--- config.mk ---
export PLATFORM = sky130hd
export DESIGN_NAME = qac_top
export DESIGN_NICKNAME = d
export VERILOG_FILES = /design/src/qac_pkg.sv /design/src/qac_top.sv
export SDC_FILE = /design/constraint.sdc
export NUM_CORES = 1
export LEC_CHECK = 0
export BUFFER_PORTS_ARGS = -buffer_cell sky130_fd_sc_hd__buf_2
export CAP_MARGIN = 20
export CORE_UTILIZATION = 45
export CTS_CLUSTER_SIZE = 8
export DETAILED_ROUTE_END_ITERATION = 8
export GPL_TIMING_DRIVEN = 0
export PLACE_DENSITY = 0.66
export SYNTH_ARGS = -nofsm -noshare
export SYNTH_HDL_FRONTEND = slang
export SYNTH_SLANG_ARGS = --single-unit
--- constraint.sdc ---
create_clock -name aclk -period 14.05 [get_ports aclk]
set_clock_uncertainty 0.05 [all_clocks]
set_input_delay 0.7025 -clock aclk [delete_from_list [all_inputs] [get_ports aclk]]
set_output_delay 0.7025 -clock aclk [all_outputs]
set_load 0.02 [all_outputs]
--- src/qac_pkg.sv ---
/*
  constants, field layouts and carrier types for the quadrature angle
  counter channel.
  assumes one 40 MHz clock and a 32-bit AXI4-Lite register port.
*/
// Functional notes
// RULE1 - single precision: count on phase A rise; default
// RULE2 - double precision: count on both A edges
// RULE3 - quad precision: count every A and B edge
// RULE4 - quad gives four times the single count
// RULE5 - quadrature states give the count direction
// RULE6 - external pulse mode clears count per pulse
// RULE7 - non-inverted: high reset level clears to zero
// RULE8 - non-inverted: no counting while reset is high
// RULE9 - reset source gives only brief high pulses; the encoder model can also hold rst_pin high through rst_lvl
// RULE10 - angle spans 0 to 360 degrees, zero offset
// RULE11 - each count scales by 87.891 millidegrees
// RULE12 - reset, B and A shown as event bits
// RULE13 - inverted reset: low clears, high counts
package qac_pkg;

  // ****************************************************************
  // register map (byte addresses)
  // ****************************************************************
  localparam int          AXI_ADDR_W = 8;
  localparam logic [7:0]  REG_CTRL   = 8'h00;
  localparam logic [7:0]  REG_EVT_EN = 8'h04;
  localparam logic [7:0]  REG_COUNT  = 8'h08;
  localparam logic [7:0]  REG_ANGLE  = 8'h0C;
  localparam logic [7:0]  REG_INPUTS = 8'h10;

  localparam logic [1:0]  RESP_OKAY   = 2'h0;
  localparam logic [1:0]  RESP_SLVERR = 2'h2;

  // ****************************************************************
  // field layouts and reset values
  // ****************************************************************
  localparam int          CTRL_W     = 4;
  localparam int          EVT_W      = 3;
  localparam logic [3:0]  CTRL_RST   = 4'h4;
  localparam logic [2:0]  EVT_EN_RST = 3'h7;

  // one rotation is 4096 counts, so the angle uses the low 12 bits
  localparam int          POS_W      = 12;
  // 87.891 millidegrees per count, held in microdegrees
  localparam logic [31:0] ANGLE_STEP_UDEG   = 32'h0001_5753;
  localparam logic [31:0] ANGLE_OFFSET_UDEG = 32'h0000_0000;
  // 360 degrees in microdegrees
  localparam logic [31:0] ANGLE_FULL_UDEG   = 32'h1575_2A00;

  typedef enum logic [1:0] {
    QAC_PREC_SINGLE = 2'b00,
    QAC_PREC_DOUBLE = 2'b01,
    QAC_PREC_QUAD   = 2'b10
  } qac_prec_type;

  typedef struct packed {
    logic         inv;
    logic         ext_rst;
    qac_prec_type prec;
  } qac_ctrl_type;

  typedef struct packed {
    logic rst;
    logic ph_b;
    logic ph_a;
  } qac_inputs_type;

endpackage : qac_pkg

--- src/qac_top.sv ---
/*
  quadrature angle counter channel with an AXI4-Lite register slave.
  assumes encoder inputs already synchronous to aclk and a master that
  keeps at most one write and one read under way.
*/
// The AXI4-Lite register port and the register offsets were decided locally.
`timescale 1ns/1ps
module qac_top (
  input  wire logic                         aclk,
  input  wire logic                         aresetn,
  input  wire logic [qac_pkg::AXI_ADDR_W-1:0] s_axi_awaddr,
  input  wire logic                         s_axi_awvalid,
  output      logic                         s_axi_awready,
  input  wire logic [31:0]                  s_axi_wdata,
  input  wire logic [3:0]                   s_axi_wstrb,
  input  wire logic                         s_axi_wvalid,
  output      logic                         s_axi_wready,
  output      logic [1:0]                   s_axi_bresp,
  output      logic                         s_axi_bvalid,
  input  wire logic                         s_axi_bready,
  input  wire logic [qac_pkg::AXI_ADDR_W-1:0] s_axi_araddr,
  input  wire logic                         s_axi_arvalid,
  output      logic                         s_axi_arready,
  output      logic [31:0]                  s_axi_rdata,
  output      logic [1:0]                   s_axi_rresp,
  output      logic                         s_axi_rvalid,
  input  wire logic                         s_axi_rready,
  input  wire logic                         phase_a_input,
  input  wire logic                         phase_b_input,
  input  wire logic                         index_reset_input,
  output      logic [31:0]                  count_value,
  output      logic [31:0]                  angle_value,
  output      logic [2:0]                   event_bits
);

  // ****************************************************************
  // declarations
  // ****************************************************************
  qac_pkg::qac_ctrl_type          ctrl_r;
  logic [qac_pkg::EVT_W-1:0]      evt_en_r;
  qac_pkg::qac_inputs_type        in_s_r;
  qac_pkg::qac_inputs_type        in_p_r;
  logic [31:0]                    count_r;
  logic [31:0]                    angle_r;
  logic [2:0]                     event_r;

  logic                           awready_r;
  logic                           wready_r;
  logic                           bvalid_r;
  logic [1:0]                     bresp_r;
  logic                           arready_r;
  logic                           rvalid_r;
  logic [1:0]                     rresp_r;
  logic [31:0]                    rdata_r;
  logic [qac_pkg::AXI_ADDR_W-1:0] awaddr_q_r;
  logic [31:0]                    wdata_q_r;
  logic [3:0]                     wstrb_q_r;

  logic                           edge_a;
  logic                           edge_b;
  logic                           rise_a;
  logic                           step;
  logic                           dir_up;
  logic                           rst_hold;
  logic                           do_write;
  logic [31:0]                    count_nxt;

  assign s_axi_awready = awready_r;
  assign s_axi_wready  = wready_r;
  assign s_axi_bvalid  = bvalid_r;
  assign s_axi_bresp   = bresp_r;
  assign s_axi_arready = arready_r;
  assign s_axi_rvalid  = rvalid_r;
  assign s_axi_rresp   = rresp_r;
  assign s_axi_rdata   = rdata_r;
  assign count_value   = count_r;
  assign angle_value   = angle_r;
  assign event_bits    = event_r;

  // ****************************************************************
  // input sampling
  // ****************************************************************
  always_ff @(posedge aclk) begin
    if (!aresetn) begin
      // preload both stages from the pins so no false edge follows reset
      in_s_r <= '{rst: index_reset_input, ph_b: phase_b_input,
                  ph_a: phase_a_input};
      in_p_r <= '{rst: index_reset_input, ph_b: phase_b_input,
                  ph_a: phase_a_input};
    end else begin
      in_s_r <= '{rst: index_reset_input, ph_b: phase_b_input,
                  ph_a: phase_a_input};
      in_p_r <= in_s_r;
    end
  end

  // ****************************************************************
  // edge qualification and direction
  // ****************************************************************
  assign edge_a = in_s_r.ph_a ^ in_p_r.ph_a;
  assign edge_b = in_s_r.ph_b ^ in_p_r.ph_b;
  assign rise_a = in_s_r.ph_a & ~in_p_r.ph_a;
  // forward order of (a,b) is 00, 10, 11, 01
  assign dir_up = in_s_r.ph_a ^ in_p_r.ph_b; // RULE5

  always_comb begin
    case (ctrl_r.prec)
      qac_pkg::QAC_PREC_SINGLE: step = rise_a;            // RULE1
      qac_pkg::QAC_PREC_DOUBLE: step = edge_a;            // RULE2
      qac_pkg::QAC_PREC_QUAD:   step = edge_a ^ edge_b;   // RULE3
      default:                  step = edge_a ^ edge_b;
    endcase
  end

  // level-held clear; polarity follows the invert bit
  assign rst_hold = ctrl_r.ext_rst & (in_s_r.rst ^ ctrl_r.inv); // RULE6

  // ****************************************************************
  // counter
  // ****************************************************************
  always_comb begin
    count_nxt = count_r;
    if (rst_hold) begin
      count_nxt = '0; // RULE7
    end else if (step) begin
      count_nxt = dir_up ? count_r + 32'h0000_0001
                         : count_r - 32'h0000_0001; // RULE4
    end
  end

  always_ff @(posedge aclk) begin
    if (!aresetn) begin
      count_r <= '0;
    end else begin
      count_r <= count_nxt; // RULE8
    end
  end

  // ****************************************************************
  // angle scaling, one cycle behind the count
  // ****************************************************************
  always_ff @(posedge aclk) begin
    if (!aresetn) begin
      angle_r <= '0;
    end else begin
      angle_r <= 32'(count_r[qac_pkg::POS_W-1:0])
                 * qac_pkg::ANGLE_STEP_UDEG
                 + qac_pkg::ANGLE_OFFSET_UDEG; // RULE11
    end
  end

  // ****************************************************************
  // event bits, each one enabled on its own
  // ****************************************************************
  always_ff @(posedge aclk) begin
    if (!aresetn) begin
      event_r <= '0;
    end else begin
      event_r <= in_s_r & evt_en_r; // RULE12
    end
  end

  // ****************************************************************
  // AXI4-Lite write channel
  // ****************************************************************
  assign do_write = ~awready_r & ~wready_r & ~bvalid_r;

  always_ff @(posedge aclk) begin
    if (!aresetn) begin
      awready_r  <= 1'b1;
      wready_r   <= 1'b1;
      bvalid_r   <= 1'b0;
      bresp_r    <= qac_pkg::RESP_OKAY;
      awaddr_q_r <= '0;
      wdata_q_r  <= '0;
      wstrb_q_r  <= '0;
    end else begin
      if (s_axi_awvalid && awready_r) begin
        awaddr_q_r <= s_axi_awaddr;
        awready_r  <= 1'b0;
      end
      if (s_axi_wvalid && wready_r) begin
        wdata_q_r <= s_axi_wdata;
        wstrb_q_r <= s_axi_wstrb;
        wready_r  <= 1'b0;
      end
      if (do_write) begin
        bvalid_r <= 1'b1;
        case (awaddr_q_r)
          qac_pkg::REG_CTRL,
          qac_pkg::REG_EVT_EN,
          qac_pkg::REG_COUNT,
          qac_pkg::REG_ANGLE,
          qac_pkg::REG_INPUTS: bresp_r <= qac_pkg::RESP_OKAY;
          default:             bresp_r <= qac_pkg::RESP_SLVERR;
        endcase
      end
      if (bvalid_r && s_axi_bready) begin
        bvalid_r  <= 1'b0;
        awready_r <= 1'b1;
        wready_r  <= 1'b1;
      end
    end
  end

  // writable registers; count, angle and inputs ignore writes
  always_ff @(posedge aclk) begin
    if (!aresetn) begin
      ctrl_r   <= qac_pkg::qac_ctrl_type'(qac_pkg::CTRL_RST);
      evt_en_r <= qac_pkg::EVT_EN_RST;
    end else if (do_write && wstrb_q_r[0]) begin
      if (awaddr_q_r == qac_pkg::REG_CTRL) begin
        ctrl_r <= qac_pkg::qac_ctrl_type'(
                    wdata_q_r[qac_pkg::CTRL_W-1:0]); // RULE13
      end
      if (awaddr_q_r == qac_pkg::REG_EVT_EN) begin
        evt_en_r <= wdata_q_r[qac_pkg::EVT_W-1:0];
      end
    end
  end

  // ****************************************************************
  // AXI4-Lite read channel
  // ****************************************************************
  always_ff @(posedge aclk) begin
    if (!aresetn) begin
      arready_r <= 1'b1;
      rvalid_r  <= 1'b0;
      rresp_r   <= qac_pkg::RESP_OKAY;
      rdata_r   <= '0;
    end else begin
      if (s_axi_arvalid && arready_r) begin
        arready_r <= 1'b0;
        rvalid_r  <= 1'b1;
        rresp_r   <= qac_pkg::RESP_OKAY;
        rdata_r   <= '0;
        case (s_axi_araddr)
          qac_pkg::REG_CTRL:   rdata_r[qac_pkg::CTRL_W-1:0] <= ctrl_r;
          qac_pkg::REG_EVT_EN: rdata_r[qac_pkg::EVT_W-1:0] <= evt_en_r;
          qac_pkg::REG_COUNT:  rdata_r <= count_r;
          qac_pkg::REG_ANGLE:  rdata_r <= angle_r; // RULE10
          qac_pkg::REG_INPUTS: rdata_r[qac_pkg::EVT_W-1:0] <= in_s_r;
          default:             rresp_r <= qac_pkg::RESP_SLVERR;
        endcase
      end
      if (rvalid_r && s_axi_rready) begin
        rvalid_r  <= 1'b0;
        arready_r <= 1'b1;
      end
    end
  end
endmodule : qac_top

==> results.py <==
metrics = {
    "run_status": {
        "status": "finished, final reports clean",
    },
    "finish": {
        "ff_latch_area_mm2": 0.00256,
        "final_common_cell": "inv_1",
        "nNetsFinal": 1684,
        "diodes": 0,
        "instances_no_fill": 1757,
        "syn_to_final_growth_pct": 15.9,
        "drive_above_1_share": 0.141,
        "nFillCells": 2199,
        "multi_input_area_mm2": 0.00724,
        "layout_common_cells": "inv_1, buf_2, ha_1, dfxtp_1, a21oi_1",
    },
    "floorplan": {
        "die_w_um": 155,
        "fp.dieH_um": 155,
        "start_util": 0.463,
        "coreArea_mm2": 0.0228,
        "dieArea_mm2": 0.0241,
        "rows": 55,
        "top_level_ports": 170,
    },
    "yosys": {
        "synth-edff-count": 0,
        "synthFlopType": "dfxtp_1",
        "syn_area_mm2": 0.0106,
        "syn_inst": 1277,
        "yosys_warnings": 0,
        "syn_area_per_cell_um2": 8.29,
        "synth-seq-area-share": 0.242,
        "ys_seq_elements": 128,
        "synth.distinct_cells": 72,
        "synthArstFlopShare": 0,
    },
    "cts": {
        "clock_sinks": 128,
        "cts-root-buf": "clkbuf_16",
        "htree_levels": 4,
        "clkTransAtPathRegs_ns": 0.07,
        "postCtsHoldBufs": 0,
        "cts_inserted_buffers": 17,
        "cts_tree": "yes",
        "postCtsSetupRepairBufs": 0,
        "clkLatencyLatePin_ns": 0.43,
        "ctsLongestPathBuffers": 2,
        "cts_resized": 0,
    },
    "pwr": {
        "ir_drop_mv": 0.0550,
        "power.density_mw_per_mm2": 98.4,
        "total_power_mw": 1.21,
        "leakage_nw": 6.09,
    },
    "critical_path": {
        "worstPathArrival_ns": 6.16,
        "critPathMaxFanout": 11,
        "cp.required_ns": 14.29,
        "critPathKind": "flop to flop",
        "r2r-end": "angle_value[27]",
        "start_kind": "flop",
        "r2r-start": "count_value[4]",
        "crit_path_end_kind": "flop",
        "reg2regPathDepth": 15,
        "ff2ff_setup_slack_ns": 8.13,
    },
    "route": {
        "detail-route-antenna-nets": 0,
        "wl_met1_mm": 14.0,
        "route.met3.wl_mm": 1.63,
        "drt_iter0_drc": 710,
        "wl_per_cell_um": 18.3,
        "highest_layer": "met4",
        "vias_per_cell": 5.55,
        "drc": 0,
        "wl_met2_mm": 15.7,
        "vias": 9748,
        "wl_mm": 32.1,
        "drt_first_pass_iters": 5,
    },
    "sta": {
        "rsz0062_at_grt": "no",
        "hold_viol_final": 0,
        "fin_setup_tns_ns": 0,
        "fmax_mhz": 169,
        "min_period_ns": 5.92,
        "fin_crit_sh": 0.421,
        "worst_pin_slew_ns": 0.997,
        "setup_viol": 0,
        "relSlewSlack": 0.336,
        "slew_viol_final": 0,
    },
    "run": {
        "drv_cap": 0,
    },
    "place": {
        "dp_hpwl_mm": 25.8,
        "finalWeightedCongestion": 0.944,
        "port-buffer-count": 130,
        "dp.cells": 1725,
    },
    "worst_hold_path": {
        "holdPathEnd": "in_s_r[2]",
        "hp-class": "input port to flop",
        "whs_path_depth": 1,
        "min-delay-start": "index_reset_input",
    },
    "grt": {
        "gr-total-overflow": 0,
        "gr-usage-all-layers": 0.276,
        "grt_pass1_vias": 9619,
        "grt_max_degree": 20,
        "antenna_found_initial": 0,
        "grt_pass1_wl_mm": 51.4,
    },
}
routing by layer:
layer,global-route usage,vias to the layer above
li1,-,4769
met1,0.350,4650
met2,0.482,271
met3,0.0390,58
met4,0.0836,0
met5,0,-
flip-flops by register name, indices dropped and copies added, names as in the netlist, 3 cells and up:
signal / flops
angle_value: 29
awaddr_q_r: 8
count_value: 32
ctrl_r: 4
event_bits: 3
evt_en_r: 3
in_s_r: 3
s_axi_rdata: 32
wdata_q_r: 4
cells by family (layout without fill, tap and decap cells):
logic type / count (synthesis) / count (layout) / synth area share
simple gates: 401 / 401 / 0.181
compound gates: 300 / 300 / 0.183
buf+inv: 203 / 366 / 0.0750
fa+ha+maj: 191 / 191 / 0.271
flops: 128 / 128 / 0.242
xor+xnor: 29 / 29 / 0.0240
mux: 24 / 24 / 0.0233
other cells: 1 / 5 / 0.000354
worst max-delay path by stage:
stage                     cells past startpoint            start  slack, ns               to
after detailed placement                     15   count_value[4]       8.17  angle_value[27]
after floorplan                              15   count_value[4]       9.08  angle_value[27]
after global routing                         19  count_value[10]       7.66  angle_value[27]
after global placement                       15   count_value[4]       8.20  angle_value[27]
after CTS                                    15   count_value[4]       8.16  angle_value[27]
final                                        15   count_value[4]       8.13  angle_value[27]
per-stage QoR:
stage | hold WS [ns] | instance area [µm²] | setup slack (ns) | utilization
floorplan | 0.381 | 10600 | 9.08 | -
global placement | 0.390 | 11600 | 8.20 | 0.509
detailed placement | 0.395 | 11700 | 8.17 | 0.511
CTS | 0.327 | 12300 | 8.16 | 0.537
global route | 0.326 | 12300 | 7.66 | 0.537
finish | 0.330 | 12300 | 8.13 | 0.537
synthesized netlist by cell type (3+ instances only):
cell,instances,share of area
ha_1,128,0.15
nand2_1,104,0.037
nand3b_1,3,0.0021
a211oi_1,7,0.0050
or2_1,3,0.0018
o21bai_1,7,0.0050
a21o_1,31,0.022
nor2_1,93,0.033
nor3_1,58,0.027
mux2_2,5,0.0053
inv_1,142,0.050
or2_2,3,0.0018
a31oi_1,8,0.0047
xnor2_1,12,0.0099
a2111oi_0,3,0.0025
and2_1,5,0.0030
a221oi_1,25,0.021
fa_1,63,0.12
nand4_1,14,0.0083
nor4_1,6,0.0035
or3_1,13,0.0077
buf_2,10,0.0047
dfxtp_1,128,0.24
mux2i_1,19,0.018
o21a_1,12,0.0085
nand3_1,47,0.022
and3_1,12,0.0071
xor2_1,17,0.014
o21ai_1,16,0.0076
nand2b_1,11,0.0065
or4_1,5,0.0035
nor2b_1,11,0.0065
o211ai_1,8,0.0057
a31o_2,3,0.0025
buf_1,3,0.0011
a211o_1,4,0.0033
o21ai_0,42,0.020
buf_4,5,0.0035
clkbuf_1,43,0.015
a21oi_1,106,0.050
worst max-delay path: stages (launching register included):
cell and delay [ns]:
dfxtp_1 0.77, fa_1 0.55, fa_1 0.53, fa_1 0.44, fa_1 0.54, inv_1 0.06
fa_1 0.57, inv_1 0.06, ha_1 0.28, clkbuf_1 0.19, nor2b_1 0.17, o21ai_0 0.27
a21oi_1 0.14, nor4b_1 0.65, nor2_1 0.11, o311ai_1 0.39
cell type report:
class / count / share of cell area
plain buffers: 61 / 0.0212
clock buffers: 20 / 0.0380
clock inverters: 12 / 0.0107
inverters: 142 / 0.0435
multi-input cells: 950 / 0.590
flip-flops and latches: 128 / 0.209
well taps: 313 / 0.0319
repair buffers: 131 / 0.0553
report_power, final:
part	total, mW	switching, mW	internal [mW]
Clock	0.452	0.177	0.276
Combinational	0.342	0.221	0.121
Sequential	0.413	0.0259	0.387
(Power assumes the default switching activity.)
